**config.mk**
```make
export PLATFORM = sky130hd
export DESIGN_NAME = exec_core
export DESIGN_NICKNAME = d
export VERILOG_FILES = /design/src/rtl/exec_pkg.sv /design/src/rtl/exec_core.sv /design/src/rtl/exec_alu.sv
export SDC_FILE = /design/constraint.sdc
export NUM_CORES = 1
export LEC_CHECK = 0
export BUFFER_PORTS_ARGS = -buffer_cell sky130_fd_sc_hd__buf_2
export CORE_MARGIN = 2
export CORE_UTILIZATION = 58
export CTS_CLUSTER_SIZE = 24
export DETAILED_ROUTE_END_ITERATION = 7
export PLACE_DENSITY = 0.87
export SLEW_MARGIN = 40
export SYNTH_ARGS = -nofsm -noshare
export SYNTH_HDL_FRONTEND = slang
export SYNTH_SLANG_ARGS = --single-unit
```
**constraint.sdc**
```tcl
create_clock -name mclk -period 10.5 [get_ports mclk]
set_input_delay 0.525 -clock mclk [delete_from_list [all_inputs] [get_ports mclk]]
set_output_delay 0.525 -clock mclk [all_outputs]
set_load 0.1 [all_outputs]
```
**src/rtl/exec_pkg.sv**
```systemverilog
// Constants and opcode encodings for the partial execute unit
package exec_pkg;
	localparam int INSN_W = 14;
	localparam int DATA_W = 8;
	localparam int FADDR_W = 7;
	localparam int PC_W = 13;
	// Upper six opcode bits of literal forms
	localparam logic [5:0] OPC_LOAD_LIT = 6'h30; // 11 00xx, low two bits masked
	localparam logic [5:0] OPC_RET_LIT = 6'h34; // 11 01xx, low two bits masked
	localparam logic [5:0] OPC_OR_LIT = 6'h38;
	localparam logic [5:0] OPC_XOR_LIT = 6'h3a;
	localparam logic [5:0] OPC_SUB_LIT = 6'h3c; // 11 110x
	// Upper six opcode bits of file forms
	localparam logic [5:0] OPC_STORE = 6'h00; // with bit 7 set
	localparam logic [5:0] OPC_SUB_F = 6'h02;
	localparam logic [5:0] OPC_OR_F = 6'h04;
	localparam logic [5:0] OPC_XOR_F = 6'h06;
	localparam logic [5:0] OPC_RRF = 6'h0c;
	localparam logic [5:0] OPC_RLF = 6'h0d;
	localparam logic [5:0] OPC_SWAP = 6'h0e;
	// Whole-word control opcodes
	localparam logic [13:0] OPC_RETURN = 14'h0008;
	localparam logic [13:0] OPC_SLEEP = 14'h0063;
	// Reset values
	localparam logic [7:0] ACC_RST = 8'h00;
	localparam logic [12:0] PC_RST = 13'h0000;
endpackage

```
**src/rtl/exec_core.sv**
```systemverilog
// Decode and execute for the literal, logic, rotate, subtract and return opcodes
`timescale 1ns/1ns
module exec_core
	import exec_pkg::*;
(
	// Clock and reset
	input wire logic mclk,
	input wire logic arst_n,
	// Instruction issue
	input wire logic insn_valid,
	input wire logic [13:0] insn,
	// File register read data for the addressed register
	input wire logic [7:0] file_rdata,
	// Return stack top
	input wire logic [12:0] stack_top,
	// File register write
	output logic [6:0] file_addr,
	output logic file_we,
	output logic [7:0] file_wdata,
	// Accumulator and status flags
	output logic [7:0] acc,
	output logic carry_flag,
	output logic nibble_wrap_flag,
	output logic zero_flag,
	output logic timeout_flag,
	output logic sleep_entered_flag,
	// Program flow
	output logic stack_pop,
	output logic pc_load,
	output logic [12:0] pc_value,
	output logic busy,
	output logic halted,
	// Watchdog control
	output logic watchdog_clear
);
	// -----------------------------------------------------------------
	// Decode
	// -----------------------------------------------------------------
	typedef enum logic [1:0] {
		ST_RUN = 2'b01,
		ST_SECOND = 2'b10
	} state_t;

	state_t state;
	state_t next_state;

	wire [5:0] top6 = insn[13:8];
	wire [5:0] lit4 = {top6[5:2], 2'b00};
	wire [5:0] lit5 = {top6[5:1], 1'b0};
	wire dest_file = insn[7];
	wire [7:0] imm = insn[7:0];
	wire go = insn_valid && (state == ST_RUN) && !halted;

	// Opcode decode wires; load and return ignore the two don't-care bits
	wire is_load_lit = go && (lit4 == OPC_LOAD_LIT);
	wire is_ret_lit = go && (lit4 == OPC_RET_LIT);
	wire is_or_lit = go && (top6 == OPC_OR_LIT); // Full match; neighbour 6'h39 is no-operation, neighbour 6'h37 decodes as return literal
	wire is_xor_lit = go && (top6 == OPC_XOR_LIT); // Full match, neighbour codes are no-operation
	wire is_sub_lit = go && (lit5 == OPC_SUB_LIT);
	wire is_store = go && (top6 == OPC_STORE) && insn[7];
	wire is_sub_f = go && (top6 == OPC_SUB_F);
	wire is_or_f = go && (top6 == OPC_OR_F);
	wire is_xor_f = go && (top6 == OPC_XOR_F);
	wire is_rrf = go && (top6 == OPC_RRF);
	wire is_rlf = go && (top6 == OPC_RLF);
	wire is_swap = go && (top6 == OPC_SWAP);
	wire is_return = go && (insn == OPC_RETURN);
	wire is_sleep = go && (insn == OPC_SLEEP);

	wire is_lit_alu = is_or_lit || is_xor_lit || is_sub_lit;
	wire is_file_alu = is_or_f || is_xor_f || is_sub_f || is_rrf || is_rlf || is_swap;
	wire is_two_cycle = is_ret_lit || is_return;

	// -----------------------------------------------------------------
	// Datapath
	// -----------------------------------------------------------------
	wire [7:0] alu_opa = is_lit_alu ? imm : file_rdata;
	wire [7:0] alu_res;
	wire alu_c;
	wire alu_dc;
	wire alu_z;

	exec_alu u_alu (
		.sel_or(is_or_lit || is_or_f),
		.sel_xor(is_xor_lit || is_xor_f),
		.sel_sub(is_sub_lit || is_sub_f),
		.sel_rlf(is_rlf),
		.sel_rrf(is_rrf),
		.sel_swap(is_swap),
		.sel_pass(1'b0),
		.opa(alu_opa),
		.acc(acc),
		.carry_in(carry_flag),
		.result(alu_res),
		.carry_out(alu_c),
		.nibble_out(alu_dc),
		.zero_out(alu_z)
	);

	// Destination steering and flag update enables
	wire to_file = (is_file_alu && dest_file) || is_store;
	wire to_acc = is_lit_alu || (is_file_alu && !dest_file);
	wire upd_z = is_or_lit || is_xor_lit || is_sub_lit || is_or_f || is_xor_f || is_sub_f;
	wire upd_c = is_sub_lit || is_sub_f || is_rlf || is_rrf;
	wire upd_dc = is_sub_lit || is_sub_f;

	wire [7:0] next_acc = is_load_lit || is_ret_lit ? imm : (to_acc ? alu_res : acc);
	wire [7:0] next_wdata = is_store ? acc : alu_res;

	// -----------------------------------------------------------------
	// Sequencer: two-cycle returns spend their second cycle as a bubble
	// -----------------------------------------------------------------
	always_comb begin
		case (state)
			ST_RUN: next_state = is_two_cycle ? ST_SECOND : ST_RUN;
			ST_SECOND: next_state = ST_RUN;
			default: next_state = ST_RUN;
		endcase
	end

	always_ff @(posedge mclk or negedge arst_n) begin
		if (!arst_n) begin
			state <= ST_RUN;
		end else begin
			state <= next_state;
		end
	end

	// Accumulator and arithmetic flags
	always_ff @(posedge mclk or negedge arst_n) begin
		if (!arst_n) begin
			acc <= ACC_RST;
			carry_flag <= 1'b0;
			nibble_wrap_flag <= 1'b0;
			zero_flag <= 1'b0;
		end else begin
			acc <= next_acc;
			if (upd_c) begin
				carry_flag <= alu_c;
			end
			if (upd_dc) begin
				nibble_wrap_flag <= alu_dc;
			end
			if (upd_z) begin
				zero_flag <= alu_z;
			end
		end
	end

	// File write port, registered so the write lands one cycle after issue
	always_ff @(posedge mclk or negedge arst_n) begin
		if (!arst_n) begin
			file_we <= 1'b0;
			file_addr <= 7'h00;
			file_wdata <= 8'h00;
		end else begin
			file_we <= to_file;
			file_addr <= insn[6:0];
			file_wdata <= next_wdata;
		end
	end

	// Return handling: pop and load the program counter from the stack top
	always_ff @(posedge mclk or negedge arst_n) begin
		if (!arst_n) begin
			stack_pop <= 1'b0;
			pc_load <= 1'b0;
			pc_value <= PC_RST;
			busy <= 1'b0;
		end else begin
			stack_pop <= is_two_cycle;
			pc_load <= is_two_cycle;
			if (is_two_cycle) begin
				pc_value <= stack_top;
			end
			busy <= is_two_cycle;
		end
	end

	// Low-power entry; the halt holds until reset since wake logic lives elsewhere
	always_ff @(posedge mclk or negedge arst_n) begin
		if (!arst_n) begin
			timeout_flag <= 1'b1;
			sleep_entered_flag <= 1'b1;
			halted <= 1'b0;
			watchdog_clear <= 1'b0;
		end else begin
			watchdog_clear <= is_sleep;
			if (is_sleep) begin
				timeout_flag <= 1'b1;
				sleep_entered_flag <= 1'b0;
				halted <= 1'b1;
			end
		end
	end

	// -----------------------------------------------------------------
	// Checks
	// -----------------------------------------------------------------
	a_load_literal: assert property (@(posedge mclk) disable iff (!arst_n)
		is_load_lit |=> (acc == $past(imm)) && $stable(zero_flag) && $stable(carry_flag))
		else $error("load literal wrong");
	a_ret_two_cycle: assert property (@(posedge mclk) disable iff (!arst_n)
		is_ret_lit |=> pc_load && busy && (acc == $past(imm)) ##1 !busy)
		else $error("return literal wrong");
	a_return_pop: assert property (@(posedge mclk) disable iff (!arst_n)
		is_return |=> stack_pop && (pc_value == $past(stack_top)) && $stable(zero_flag))
		else $error("return pop wrong");
	a_dest_select: assert property (@(posedge mclk) disable iff (!arst_n)
		(is_file_alu && dest_file) |=> file_we && (acc == $past(acc)))
		else $error("destination wrong");
	a_rotate_left: assert property (@(posedge mclk) disable iff (!arst_n)
		(is_rlf && !dest_file) |=> acc == {$past(file_rdata[6:0]), $past(carry_flag)})
		else $error("rotate left wrong");
	a_rotate_right: assert property (@(posedge mclk) disable iff (!arst_n)
		is_rrf |=> carry_flag == $past(file_rdata[0]))
		else $error("rotate right wrong");
	a_sleep_flags: assert property (@(posedge mclk) disable iff (!arst_n)
		is_sleep |=> timeout_flag && !sleep_entered_flag && halted && watchdog_clear)
		else $error("sleep entry wrong");
	a_sub_borrow: assert property (@(posedge mclk) disable iff (!arst_n)
		is_sub_lit |=> carry_flag == ($past(imm) >= $past(acc)))
		else $error("subtract carry wrong");
	a_zero_flag: assert property (@(posedge mclk) disable iff (!arst_n)
		(is_xor_lit) |=> zero_flag == ($past(imm) == $past(acc)))
		else $error("zero flag wrong");

	// -----------------------------------------------------------------
	// Logic and subtract checks
	// -----------------------------------------------------------------
	a_or_literal: assert property (@(posedge mclk) disable iff (!arst_n)
		is_or_lit |=> (acc == ($past(imm) | $past(acc))) && $stable(carry_flag))
		else $error("or literal wrong");
	a_or_file: assert property (@(posedge mclk) disable iff (!arst_n)
		(is_or_f && !dest_file) |=> acc == ($past(file_rdata) | $past(acc)))
		else $error("or file to acc wrong");
	a_or_file_write: assert property (@(posedge mclk) disable iff (!arst_n)
		(is_or_f && dest_file) |=> file_wdata == ($past(file_rdata) | $past(acc)))
		else $error("or file write wrong");
	a_dest_acc: assert property (@(posedge mclk) disable iff (!arst_n)
		(is_file_alu && !dest_file) |=> !file_we)
		else $error("acc destination wrote file");
	a_file_addr: assert property (@(posedge mclk) disable iff (!arst_n)
		(is_file_alu && dest_file) |=> file_addr == $past(insn[6:0]))
		else $error("file address wrong");
	a_sub_literal: assert property (@(posedge mclk) disable iff (!arst_n)
		is_sub_lit |=> (acc == 8'($past(imm) - $past(acc)))
			&& (nibble_wrap_flag == ($past(imm[3:0]) >= $past(acc[3:0]))))
		else $error("literal subtract wrong");
	a_sub_file: assert property (@(posedge mclk) disable iff (!arst_n)
		(is_sub_f && dest_file) |=> file_we && (file_wdata == 8'($past(file_rdata) - $past(acc))))
		else $error("file subtract wrong");
	a_sub_file_flags: assert property (@(posedge mclk) disable iff (!arst_n)
		is_sub_f |=> (carry_flag == ($past(file_rdata) >= $past(acc)))
			&& (nibble_wrap_flag == ($past(file_rdata[3:0]) >= $past(acc[3:0]))))
		else $error("file subtract flags wrong");
	a_zero_sub: assert property (@(posedge mclk) disable iff (!arst_n)
		is_sub_f |=> zero_flag == ($past(file_rdata) == $past(acc)))
		else $error("subtract zero wrong");
	a_xor_literal: assert property (@(posedge mclk) disable iff (!arst_n)
		is_xor_lit |=> (acc == ($past(imm) ^ $past(acc))) && $stable(carry_flag))
		else $error("xor literal wrong");
	a_xor_file: assert property (@(posedge mclk) disable iff (!arst_n)
		(is_xor_f && dest_file) |=> file_we && (file_wdata == ($past(file_rdata) ^ $past(acc))))
		else $error("xor file wrong");

	// -----------------------------------------------------------------
	// Rotate, exchange and store checks
	// -----------------------------------------------------------------
	a_swap_nibbles: assert property (@(posedge mclk) disable iff (!arst_n)
		(is_swap && !dest_file) |=> (acc == {$past(file_rdata[3:0]), $past(file_rdata[7:4])})
			&& $stable(carry_flag) && $stable(zero_flag))
		else $error("nibble exchange wrong");
	a_rotate_right_data: assert property (@(posedge mclk) disable iff (!arst_n)
		(is_rrf && !dest_file) |=> (acc == {$past(carry_flag), $past(file_rdata[7:1])})
			&& $stable(zero_flag))
		else $error("rotate right data wrong");
	a_rotate_left_carry: assert property (@(posedge mclk) disable iff (!arst_n)
		is_rlf |=> carry_flag == $past(file_rdata[7]))
		else $error("rotate left carry wrong");
	a_store_acc: assert property (@(posedge mclk) disable iff (!arst_n)
		is_store |=> file_we && (file_wdata == $past(acc)) && $stable(zero_flag))
		else $error("store wrong");
	a_nop_idle: assert property (@(posedge mclk) disable iff (!arst_n)
		(go && (top6 == OPC_STORE) && !dest_file && !is_return && !is_sleep)
			|=> !file_we && (acc == $past(acc)) && $stable(zero_flag))
		else $error("no-operation changed state");

	// -----------------------------------------------------------------
	// Flow and low-power checks
	// -----------------------------------------------------------------
	a_ret_no_flags: assert property (@(posedge mclk) disable iff (!arst_n)
		is_ret_lit |=> $stable(zero_flag) && $stable(carry_flag) && $stable(nibble_wrap_flag))
		else $error("return literal touched flags");
	a_busy_refuse: assert property (@(posedge mclk) disable iff (!arst_n)
		(busy && insn_valid) |=> $stable(acc) && !file_we && !pc_load)
		else $error("word taken in dead cycle");
	a_halt_holds: assert property (@(posedge mclk) disable iff (!arst_n)
		halted |=> halted && $stable(acc) && !file_we)
		else $error("halted core executed");
	a_wd_pulse: assert property (@(posedge mclk) disable iff (!arst_n)
		watchdog_clear |=> !watchdog_clear)
		else $error("watchdog clear not a pulse");

	// Main scenarios reached
	c_ret_lit: cover property (@(posedge mclk) disable iff (!arst_n) is_ret_lit);
	c_sub_borrow: cover property (@(posedge mclk) disable iff (!arst_n) is_sub_f && !alu_c);
	c_sleep: cover property (@(posedge mclk) disable iff (!arst_n) is_sleep);
	c_file_dest: cover property (@(posedge mclk) disable iff (!arst_n) is_file_alu && dest_file);
	c_busy_drop: cover property (@(posedge mclk) disable iff (!arst_n) busy && insn_valid);
endmodule

```
**src/rtl/exec_alu.sv**
```systemverilog
// Combinational result and flag unit for the execute block
`timescale 1ns/1ns
module exec_alu
	import exec_pkg::*;
(
	// Operation select
	input wire logic sel_or,
	input wire logic sel_xor,
	input wire logic sel_sub,
	input wire logic sel_rlf,
	input wire logic sel_rrf,
	input wire logic sel_swap,
	input wire logic sel_pass,
	// Operands
	input wire logic [7:0] opa,
	input wire logic [7:0] acc,
	input wire logic carry_in,
	// Results
	output logic [7:0] result,
	output logic carry_out,
	output logic nibble_out,
	output logic zero_out
);
	// Subtract as opa plus inverted acc plus one; carry is the no-borrow sense
	wire [8:0] diff = {1'b0, opa} + {1'b0, ~acc} + 9'h001;
	wire [4:0] ldiff = {1'b0, opa[3:0]} + {1'b0, ~acc[3:0]} + 5'h01;

	// Result selection
	always_comb begin
		result = opa;
		carry_out = carry_in;
		if (sel_or) begin
			result = opa | acc;
		end else if (sel_xor) begin
			result = opa ^ acc;
		end else if (sel_sub) begin
			result = diff[7:0];
			carry_out = diff[8];
		end else if (sel_rlf) begin
			result = {opa[6:0], carry_in};
			carry_out = opa[7];
		end else if (sel_rrf) begin
			result = {carry_in, opa[7:1]};
			carry_out = opa[0];
		end else if (sel_swap) begin
			result = {opa[3:0], opa[7:4]};
		end else if (sel_pass) begin
			result = opa;
		end
	end

	assign nibble_out = ldiff[4];
	assign zero_out = (result == 8'h00);
endmodule

```
# [After elaboration in Yosys (flattened, before gate mapping)]
# Cells that the tools add are included.
[totals] regBits=46 input_bits=38 output_inout_bits=47 word_cells=97
[op_classes] n_eq_ne=14 bitwise_logic=6 n_mux=15 n_addsub=4 n_reduce_logical=45
[ops] cell="2-to-1 mux 8 bit" count=10
[ops] cell="logical AND 1 bit" count=19
[ops] cell="logical OR 1 bit" count=19
[ops] cell="== test 6 x 4 -> 1 bit, second input constant" count=3
[ops] cell="== test 14 x 4 -> 1 bit, second input constant" count=1
[ops] cell="== test 14 x 7 -> 1 bit, second input constant" count=1
[ops] cell="== test 6 x 3 -> 1 bit, second input constant" count=2
[ops] cell="== test 6 bit, second input constant" count=2
[ops] cell="adder 8 x 8 -> 9 bit" count=1
[ops] cell="adder 9 x 1 -> 9 bit, second input constant" count=1
[ops] cell="== test 4 bit, second input constant" count=2
[ops] cell="zero test 8 bit" count=1
[ops] cell="NOT 8 bit" count=1
[ops] cell="bitwise OR 8 bit" count=1
[ops] cell="bitwise XOR 8 bit" count=1
[ops] cell="== test 6 x 2 -> 1 bit, second input constant" count=1
[ops] cell="zero test 6 bit" count=1
[ops] cell="adder 4 x 4 -> 5 bit" count=1
[ops] cell="adder 5 x 1 -> 5 bit, second input constant" count=1
[ops] cell="== test 5 bit, second input constant" count=1
[ops] cell="2-to-1 mux 2 bit" count=2
[ops] cell="NOT 4 bit" count=1
[ops] cell="AND reduction 4 bit" count=1
[ops] cell="2-to-1 mux 1 bit" count=3
[ops] cell="5 further kinds" count=7

# [Longest topological paths before layout]
# Gate-level depths: netlist of run 1.
[logic_depth] ltp_word=15 mapped_depth=16

# [Modules after synthesis]
# A second synthesis of run 1 with hierarchy kept.
[hier_totals] hier_cells=347 area_unflattened_um2=3281.9
[modules_own_cells] module="exec_core" seq_area_each_um2=1153.6 cells_each=186 area_each_um2=2189.6 instances=1
[modules_own_cells] module="exec_alu" seq_area_each_um2=0.0 cells_each=161 area_each_um2=1092.3 instances=1

# [Worst setup path before layout of run 1]
# OpenSTA, ideal clock, no wires.
[synth_path] path_type="register to register" start="register halted" end="register zero_flag" period_less_slack_ns=3.919 t_arrival_ns=3.796 setup_time_ns=0.123 setup_slack_ns=6.581 path_buffers=1 stages_incl_launch_ff=15 cell_sequence="dfrtp_1 and4bb_1 buf_2 nand3_4 mux2i_1 ha_1 fa_1 nand2b_1 a21oi_1 xor2_1 nor2_1 a2111oi_0 o22ai_1 and4_1 a32o_1"
[synth_via] elab_chain_cells=13
[synth_lines] element="from (decl)" line_no="exec_core.sv:32" source="output logic halted,"
[synth_lines] element="from (signal assigned)" line_no="exec_core.sv:185" source="halted <= 1'b0;"
[synth_lines] element="from (signal assigned)" line_no="exec_core.sv:192" source="halted <= 1'b1;"
[synth_lines] element="zero test 1 bit (*)" line_no="exec_core.sv:52" source="wire go = insn_valid && (state == ST_RUN) && !halted;"
[synth_lines] element="logical AND 1 bit (*)" line_no="exec_core.sv:52"
[synth_lines] element="branches (longest 11 deep; another with adder 8 x 8 -> 9 bit)"
[synth_lines] element="to (signal assigned)" line_no="exec_core.sv:145" source="zero_flag <= alu_z;"
[synth_lines] element="to (decl)" line_no="exec_core.sv:24" source="output logic zero_flag,"
# Mark *: on every way between the ends.
# A chain may end at the register's enable or synchronous reset.

# [Worst setup path after layout of run 1]
[layout_path] start="register state[0]" end="register zero_flag"
[layout_via] elab_chain_cells=14
[layout_lines] element="from (decl)" line_no="exec_core.sv:44" source="state_t state;"
[layout_lines] element="from (signal assigned)" line_no="exec_core.sv:125" source="state <= next_state;"
[layout_lines] element="== test 2 x 1 -> 1 bit (*)" line_no="exec_core.sv:52"
[layout_lines] element="logical AND 1 bit (*) (2 in a row)" line_no="exec_core.sv:52"
[layout_lines] element="branches (longest 11 deep; another with adder 8 x 8 -> 9 bit)"
# Marks and branches as above.

==> results of run 1 <==
==> flip-flops by register name, indices dropped and copies added, names as in the netlist <==
signal and count:
acc 8, busy 1, carry_flag 1, file_addr 7, file_wdata 8, file_we 1, halted 1, nibble_wrap_flag 1
pc_value 13, sleep_entered_flag 1, state 2, watchdog_clear 1, zero_flag 1
==> worst paths after layout <==
path                       cells after the start         from            to  slack, ns
max in group asynchronous                      1       arst_n   pc_value[3]       9.91
min                                            1       arst_n        acc[7]       0.20
min reg2reg                                    2  pc_value[7]   pc_value[7]       0.47
max reg2reg                                   13     state[0]     zero_flag       6.06
max                                           13     state[0]     zero_flag       6.06
min in group mclk                              1      insn[0]  file_addr[0]       0.40
==> layout make-up <==
| class | count | share of cell area |
|---|---|---|
| multi-input cells | 278 | 0.495 |
| flip-flops and latches | 46 | 0.311 |
| repair buffers | 87 | 0.119 |
| inverters | 25 | 0.0253 |
| well taps | 72 | 0.0243 |
| clock buffers | 5 | 0.0186 |
| clock inverters | 3 | 0.00641 |
==> worst reg2reg max path, stage by stage, from the launching register on <==
cell and delay (ns):
dfstp_2 0.54, and4bb_1 0.66, nand3_4 0.37, mux2i_1 0.31, ha_1 0.26, fa_1 0.39
nand2b_1 0.16, a21oi_1 0.27, xor2_1 0.22, nor2_1 0.06, a2111oi_0 0.45, o22ai_1 0.20
and4_1 0.21, a32o_1 0.24
==> through the flow <==
step                      hold slack, ns  instance area, um^2  power [W]
final                              0.196                 3710   0.000682
after detailed placement           0.451                 3620   0.000568
after floorplan                    0.229                 3210   0.000502
after CTS                          0.219                 3710   0.000679
after global routing               0.247                 3710   0.000711
after global placement             0.445                 3600   0.000564
==> logic make-up after synthesis <==
| group | count (synthesis) |
|---|---|
| mux | 13 |
| other cells | 1 |
| fa+ha+maj | 18 |
| xor+xnor | 4 |
| flops | 46 |
| compound gates | 98 |
| buf+inv | 45 |
| simple gates | 144 |
==> power breakdown <==
part           internal, W  total (W)  switching (W)
clock            0.0000477   0.000115      0.0000677
combinational    0.0000666   0.000346       0.000279
sequential        0.000202   0.000221      0.0000186
==> per-layer routing <==
metal / GRT usage / share of wire / vias up
li1: - / - / 1455
met3: 0.0529 / 0.084 / 28
met2: 0.477 / 0.46 / 174
met1: 0.420 / 0.43 / 1446
met5: 0 / 0 / -
met4: 0.126 / 0.027 / 0
==> layout by cell type, fill, tap and decap left out, types with 7 or more instances in the layout <==
| cell | instances |
|---|---|
| a21oi_1 | 23 |
| a22oi_1 | 7 |
| buf_2 | 84 |
| dfrtp_1 | 44 |
| ha_1 | 17 |
| inv_1 | 24 |
| mux2i_1 | 8 |
| nand2_1 | 69 |
| nor2_1 | 25 |
| o21ai_0 | 21 |
==> metrics.cfg, run 1 <==
[outcome]
status=completed

[layout]
nFillCells=443
final_core_util=0.686
multi_input_area_mm2=0.00184
final_nets=499
area_growth_pct=15.7
finalNonFillerCells=516
drive_above_1_share=0.259
diodes=0
seq_area_mm2=0.00115

[synthesis]
synth_edf_count=0
ys_async_sr_fraction=1.00
synth_top_family_by_area=simple AND/OR/NAND/NOR gates
synth_top_area_share=0.343
synthMuxAreaShare=0.0472
yosysMostFrequentCell=nand2_1
ys.flop_type=dfrtp_1
synth_adder_area_share=0.0726
yosys.area_share.simple=0.231
ys_seq_area_frac=0.360
synth-seq-cells=46
synth_nets=425
syn_inst=369
synth_xor_area_frac=0.0109
syn_avg_cell_area_um2=8.69
synth_cell_types=67
synthTopCellsByArea=dfrtp_1, nand2_1, ha_1, a21oi_1, o21ai_0
synth_compound_area_frac=0.209
synth_area_mm2=0.00321
synth_commonest_cells=nand2_1, dfrtp_1, nor2_1, inv_1, a21oi_1
yosys_warnings=0
synth_top_area_cell=dfrtp_1

[timing]
fin_skew_ns=0.00827
final_max_slew_viol_count=0
setup_ws_ns=6.06
fin_crit_sh=0.422
tightest_slew_ns=0.851
post-route-min-period_ns=4.44
timing.final.hold_violations=0
relSlewSlack=0.428
rsz0062_at_grt=false
setup_viol=0
finalSetupTns_ns=0
fmax_ghz=0.225

[worst_setup_path]
crit_family=simple AND/OR/NAND/NOR gates
crit_slowest_cell=and4bb_1
crit_fanout=18
critPathBufInv=0
slowest_delay_ns=0.66
end_kind=flop
worstPathArrival_ns=4.64
path_cells=and4bb_1, nand3_4, mux2i_1, ha_1, fa_1, nand2b_1, a21oi_1, xor2_1, nor2_1, a2111oi_0, o22ai_1, and4_1, a32o_1
worstSetupPathType=flop to flop
required_ns=10.71
startpoint_type=flop

[clock_tree]
cts_hold_buf=0
cts_buffers=5
cts_resized=0
path_clk_slew_ns=0.10
insertion_delay_ns=0.31
root_buffer=clkbuf_8
cts_tree=done
cts_num_sinks=46
post_cts_buffers=0
cts_buffer_depth=2
cts_max_level=2

[drt]
dr.first_iter.drc_count=293
drtAntennaViolNets=0
num_vias=3103
via_per_inst=6.01
drcViolationCount=0
wl_per_cell_um=17.6
drt_wl_total_mm=9.08
first_pass_iters=5

[global_route]
antenna_found_initial=0
overflow=0
grt_start_max_net_pins=47
grt_pass1_vias=2872
grt_pass1_wl_mm=14.5
grt_usage=0.305

[place]
dp.cells=508
place_ws_ns=6.04
port-buffer-count=83
routabilityCongestion=0.972
dpl.hpwl_mm=6.95

[pwr]
irDropWorstVdd_v=0.000104
p_leak_nw=1.94
p_per_area_mw_per_mm2=184

[floorplanning]
ios=85
core_mm2=0.00541
die_h_um=78.3
chipWidth_um=78.3
rows=27
dieArea_mm2=0.00614
start_util=0.593

[job]
maxCapViolCount=0

[hold_path]
hp-class=input pin to asynchronous set/reset pin

(Power assumes the default switching activity.)
==> run 2, diff against run 1 <==
Settings changed: CORE_UTILIZATION 58 to 53, PLACE_DENSITY 0.87 to 0.8.
Clock period 10.5 ns to 4.35 ns, I/O delays scaled along.
==> metrics.cfg, run 2 (synthesis results as in run 1) <==
[outcome]
status=completed

[timing]
timing.final.hold_violations=0  ; unchanged
setup_ws_ns=0.470  ; -5.59 ns
tightest_slew_ns=0.782  ; -0.0684 ns
fin_crit_sh=0.892  ; +0.470
relSlewSlack=0.476  ; +0.0480
fmax_ghz=0.258  ; +14%
finalSetupTns_ns=0  ; unchanged
post-route-min-period_ns=3.88  ; -0.555 ns
rsz0062_at_grt=false
fin_skew_ns=0.0200  ; +0.0118 ns
final_max_slew_viol_count=0  ; unchanged
setup_viol=0  ; unchanged

[layout]
drive_above_1_share=0.261  ; +0.00225
diodes=0  ; unchanged
final_nets=499  ; unchanged
final_area_mm2=0.00375  ; +1.1%
layout_commonest_cell=buf_2
mostFrequentLayoutCells=buf_2, nand2_1, dfrtp_1
final_core_util=0.637  ; -0.0490
area_growth_pct=17.0
reg_top3=pc_value x13, acc x8, file_wdata x8
finalNonFillerCells=519  ; +0.58%
largest_register_ffs=13  ; unchanged
largest_register=pc_value

[drt]
met2_length_mm=4.39  ; +4.7%
drcViolationCount=0  ; unchanged
routed.top_layer=met4
drtAntennaViolNets=0  ; unchanged
wl_met3_um=972  ; +27%
via_per_inst=6.13  ; +2.0%
wl_per_cell_um=18.3  ; +3.8%
drt_wl_total_mm=9.48  ; +4.4%
dr.first_iter.drc_count=365  ; +25%
drt-met1-wl_mm=3.84  ; -0.70%
first_pass_iters=5  ; unchanged
num_vias=3183  ; +2.6%

[clock_tree]
cts_max_level=2  ; unchanged
post_cts_buffers=0  ; unchanged
path_clk_slew_ns=0.11  ; about the same
root_buffer=clkbuf_8
cts_buffer_depth=2  ; unchanged
cts_resized=0  ; unchanged
cts_num_sinks=46  ; unchanged
cts_tree=done
insertion_delay_ns=0.32  ; about the same
cts_buffers=5  ; unchanged

[place]
port-buffer-count=83  ; unchanged
dpl.hpwl_mm=7.13  ; +2.6%
routabilityCongestion=0.998  ; +2.7%
dp.cells=510  ; +0.39%
postPlaceCellArea_mm2=0.00362  ; +0.17%
place_ws_ns=0.522  ; -5.52 ns

[hold_path]
hold_depth=1
hold_start=insn[3]
min_to=file_addr[3]
hp-class=input pin to flop

[global_route]
antenna_found_initial=0  ; unchanged
grt_start_max_net_pins=47  ; unchanged
overflow=0  ; unchanged
grt_usage=0.293  ; -0.0119
grt_pass1_wl_mm=14.7  ; +1.9%
grt_pass1_vias=2933  ; +2.1%

[floorplanning]
core_mm2=0.00589  ; +8.9%
ios=85  ; unchanged
rows=28  ; +3.7%
dieArea_mm2=0.00669  ; +8.9%
chipWidth_um=81.8  ; +4.4%
start_util=0.545  ; -0.0484
die_h_um=81.8  ; +4.4%

[worst_setup_path]
startpoint_type=flop
worstSetupPathType=flop to flop
r2r_setup_slack_ns=0.47  ; -5.59 ns
reg2regPathDepth=13  ; unchanged
required_ns=4.56  ; -6.15 ns
worstReg2RegStart=state[0]
worstPathArrival_ns=4.09  ; -0.55 ns
rr_endpoint=zero_flag
end_kind=flop
crit_fanout=18  ; unchanged

[pwr]
p_leak_nw=1.96  ; +1.3%
irDropWorstVdd_v=0.000285  ; +170%
p_per_area_mw_per_mm2=455  ; +150%

[job]
maxCapViolCount=0  ; unchanged

[run 2: changes by cell type in the layout (fill, tap and decap cells not counted)]
| cell | change |
|---|---|
| clkinvlp_4 | -2 |
| nor3_2 | +1 |
| buf_2 | -1 |
| nor3_1 | -1 |
| clkinv_2 | +1 |
| bufinv_16 | +1 |
| o41ai_2 | +1 |
| o41ai_1 | -1 |
| dlygate4sd3_1 | +1 |
[run 2: worst max-delay path by stage]
stage	startpoint	to	slack (ns)	depth (start not counted)
after global placement	state[0]	zero_flag	0.69	13
after CTS	state[0]	zero_flag	0.53	13
after detailed placement	insn[10]	zero_flag	0.52	14
after floorplan	halted	zero_flag	0.43	14
final	state[0]	zero_flag	0.47	13
after global routing	state[0]	zero_flag	0.16	13
[run 2: final cells by class]
class	instances	area, um^2
Timing Repair Buffer	87	448
Clock buffer	5	68.8
Tap cell	75	93.8
Inverter	25	93.8
Multi-Input combinational cell	278	1850
Sequential cell	46	1150
Fill cell	532	2140
Clock inverter	3	43.8
[run 2: per-stage QoR]
stage	hold slack [ns]	power (W)
floorplan	-0.0781	0.00121
global placement	0.414	0.00136
detailed placement	0.255	0.00138
CTS	0.0937	0.00171
global route	0.0848	0.00178
finish	0.0948	0.00171
[run 2: timing repair]
action,in CTS,in global routing
endpoints found under the hold margin,44,0
hold buffers,1,0
setup endpoints to repair,0,0
[run 2: power by group]
group	internal [W]	leakage, nW	switching, W
Clock	0.000172	0.0585	0.000160
Sequential	0.000488	0.569	0.0000446
Combinational	0.000162	1.33	0.000680
[run 2: critical path: stages, from the launching register on]
cell	delay (ns)
dfstp_2	0.54
and4bb_1	0.26
nand3_4	0.24
mux2i_1	0.30
ha_1	0.26
fa_1	0.40
nand2b_1	0.16
a21oi_1	0.26
xor2_1	0.23
nor2_1	0.06
a2111oi_0	0.41
o22ai_1	0.19
and4_1	0.21
a32o_1	0.26
[run 2: layer usage]
layer,GRT usage,up-vias
li1,-,1453
met1,0.388,1511
met2,0.463,190
met3,0.0659,29
met4,0.118,0
met5,0,-
==> run 3, diff against run 2 <==
Settings changed: ABC_AREA set to 1, CORE_UTILIZATION 53 to 54, PLACE_DENSITY 0.8 to 0.81.
==> metrics.cfg, run 3 <==
[timing]
relSlewSlack=0.591  ; +0.114
finalSetupTns_ns=0  ; unchanged
fin_skew_ns=0.00305  ; -0.0170 ns
fmax_ghz=0.277  ; +7.5%
timing.final.hold_violations=0  ; unchanged
fin_crit_sh=0.830  ; -0.0623
final_max_slew_viol_count=0  ; unchanged
rsz0062_at_grt=false
tightest_slew_ns=0.614  ; -0.168 ns
post-route-min-period_ns=3.61  ; -0.271 ns
setup_viol=0  ; unchanged

[global_route]
grt_start_max_net_pins=47  ; unchanged
overflow=0  ; unchanged
grt_pass1_vias=3434  ; +17%
antenna_found_initial=0  ; unchanged
grt_pass1_wl_mm=16.0  ; +8.3%
grt_usage=0.282  ; -0.0111

[synthesis]
ys_seq_area_frac=0.340  ; -0.0202
synth_commonest_cells=nand2_1, inv_1, nand3_1, dfrtp_1, nor2_1
synth_top_area_share=0.324  ; -0.0192
yosys_warnings=0  ; unchanged
synth_nets=541  ; +27%
yosysMostFrequentCell=nand2_1
synth_area_mm2=0.00340  ; +5.9%
synth_cell_types=44  ; -34%
synthTopCellsByArea=dfrtp_1, nand2_1, inv_1, nand3_1, ha_1
syn_inst=485  ; +31%
syn_avg_cell_area_um2=7.00  ; -19%
synth_top_area_cell=dfrtp_1
synth-seq-cells=46  ; unchanged
ys.flop_type=dfrtp_1
ys_async_sr_fraction=1.00  ; unchanged
synth_edf_count=0  ; unchanged

[clock_tree]
root_buffer=clkbuf_8
cts_buffer_depth=2  ; unchanged
path_clk_slew_ns=0.08  ; -0.03 ns
insertion_delay_ns=0.29  ; -0.03 ns
cts_buffers=5  ; unchanged
cts_resized=0  ; unchanged
cts_num_sinks=46  ; unchanged
cts_tree=done
cts_max_level=2  ; unchanged

[floorplanning]
dieArea_mm2=0.00694  ; +3.8%
chipWidth_um=83.3  ; +1.9%
ios=85  ; unchanged
start_util=0.567  ; +0.0222
die_h_um=83.3  ; +1.9%
rows=28  ; unchanged
core_mm2=0.00599  ; +1.8%

[drt]
drtAntennaViolNets=0  ; unchanged
wl_per_cell_um=14.9  ; -19%
dr.first_iter.drc_count=277  ; -24%
drcViolationCount=0  ; unchanged
drt_wl_total_mm=9.54  ; +0.60%
via_per_inst=5.40  ; -12%
num_vias=3464  ; +8.8%
first_pass_iters=4  ; -1

[worst_setup_path]
crit_family=simple AND/OR/NAND/NOR gates
worstPathArrival_ns=3.84  ; -0.25 ns
r2r_setup_slack_ns=0.74  ; +0.27 ns
worstReg2RegStart=state[0]
rr_endpoint=zero_flag
critPathBufInv=1  ; +1
path_cells=nand2_1, nor2_4, nand3_4, nand3_4, nand2_1, and2_1, ha_1, fa_1, nand3b_1, nand2_1, nand2_1, nand2_1, nand2_1, nand2_1, nand2_1, nand2_1, o21ai_0, inv_1, nand2_1, a21oi_2, nand2_1, nor2_1, nand3_1, nand2_1
startpoint_type=flop
crit_fanout=15  ; -3
cp_common_cell=nand2_1
reg2regPathDepth=24  ; +11
cp.depth=24  ; +11
worstSetupPathType=flop to flop
crit_slowest_cell=dfstp_2
end_kind=flop
slowest_delay_ns=0.52  ; -0.02 ns
crit_start=state[0]
required_ns=4.59  ; +0.03 ns
endpoint=zero_flag

[layout]
drive_above_1_share=0.231  ; -0.0298
largest_register=pc_value
nFillCells=523  ; -1.7%
multi_input_area_mm2=0.00185  ; +0.14%
area_growth_pct=16.1
diodes=0  ; unchanged
largest_register_ffs=13  ; unchanged
mostFrequentLayoutCells=nand2_1, buf_2, inv_1
reg_top3=pc_value x13, acc x8, file_wdata x8
final_nets=621  ; +24%
seq_area_mm2=0.00115  ; unchanged
layout_commonest_cell=nand2_1

[pwr]
p_per_area_mw_per_mm2=233  ; -49%
total_power_w=0.000917  ; -46%
irDropWorstVdd_v=0.000229  ; -20%
p_leak_nw=2.20  ; +12%

[place]
dpl.hpwl_mm=7.61  ; +6.8%
routabilityCongestion=0.940  ; -5.8%
port-buffer-count=83  ; unchanged

[job]
maxCapViolCount=0  ; unchanged

[hold_path]
hp-class=input pin to flop

[outcome]
status=completed

[run 3: cell count changes in the layout (fill, tap and decap cells not counted), sizes merged, moves of 5 or more]
cell   previous run  this run
nand2            69       157
mux2i             9         0
inv              26        77
a22oi             7         0
nor3              8         3
nor2             26        34
nand3             6        53
and2              6         1
[run 3: cells by family after synthesis]
family / after synthesis / synth area share
compound gates: 60 / 0.106
xor+xnor: 1 / 0.00258
fa+ha+maj: 18 / 0.0685
simple gates: 269 / 0.366
flops: 46 / 0.340
buf+inv: 90 / 0.115
other cells: 1 / 0.00110
[run 3: routing by layer]
layer  vias to the layer above  global-route usage  part of all wire
met5                         -                   0                 0
met4                         0               0.107             0.021
met3                        17              0.0318             0.088
met2                       173               0.475              0.47
met1                      1550               0.372              0.42
li1                       1724                   -                 -
[run 3: how the worst min path moves through the flow]
stage | from | to | slack (ns) | depth (start not counted)
6_report | insn[3] | file_addr[3] | 0.07 | 1
5_1_grt | insn[3] | file_addr[3] | 0.07 | 1
4_1_cts | insn[3] | file_addr[3] | 0.07 | 1
3_5_place_dp | arst_n | pc_value[7] | 0.24 | 1
3_3_place_gp | insn[3] | file_addr[3] | 0.37 | 1
2_1_floorplan | arst_n | acc[0] | -0.08 | 0
[run 3: stage by stage]
stage	hold WS (ns)	cells	setup WS [ns]	instance area [um^2]	utilization
CTS	0.0662	641	0.754	3940	0.658
global route	0.0741	641	0.318	3940	0.658
finish	0.0721	641	0.741	3940	0.658
floorplan	-0.0781	485	0.837	3400	-
global placement	0.367	632	0.862	3820	0.638
detailed placement	0.240	632	0.768	3820	0.638
[run 3: where the power goes]
group | switching, W | internal (W) | total [W]
sequential | 0.00000133 | 0.000434 | 0.000435
combinational | 0.000134 | 0.0000407 | 0.000175
clock | 0.000135 | 0.000171 | 0.000307
[run 3: cell type report]
cell class,instances,share of cell area
Clock buffer,6,0.0184
Sequential cell,46,0.293
Clock inverter,2,0.00952
Inverter,77,0.0739
Timing Repair Buffer,86,0.112
Tap cell,75,0.0238
Multi-Input combinational cell,349,0.469
[run 3: timing repair]
| item | 4_1_cts | 5_1_grt |
|---|---|---|
| setup buffers | 0 | 0 |
| hold buffers | 1 | 0 |
| hold endpoints to repair | 44 | 0 |
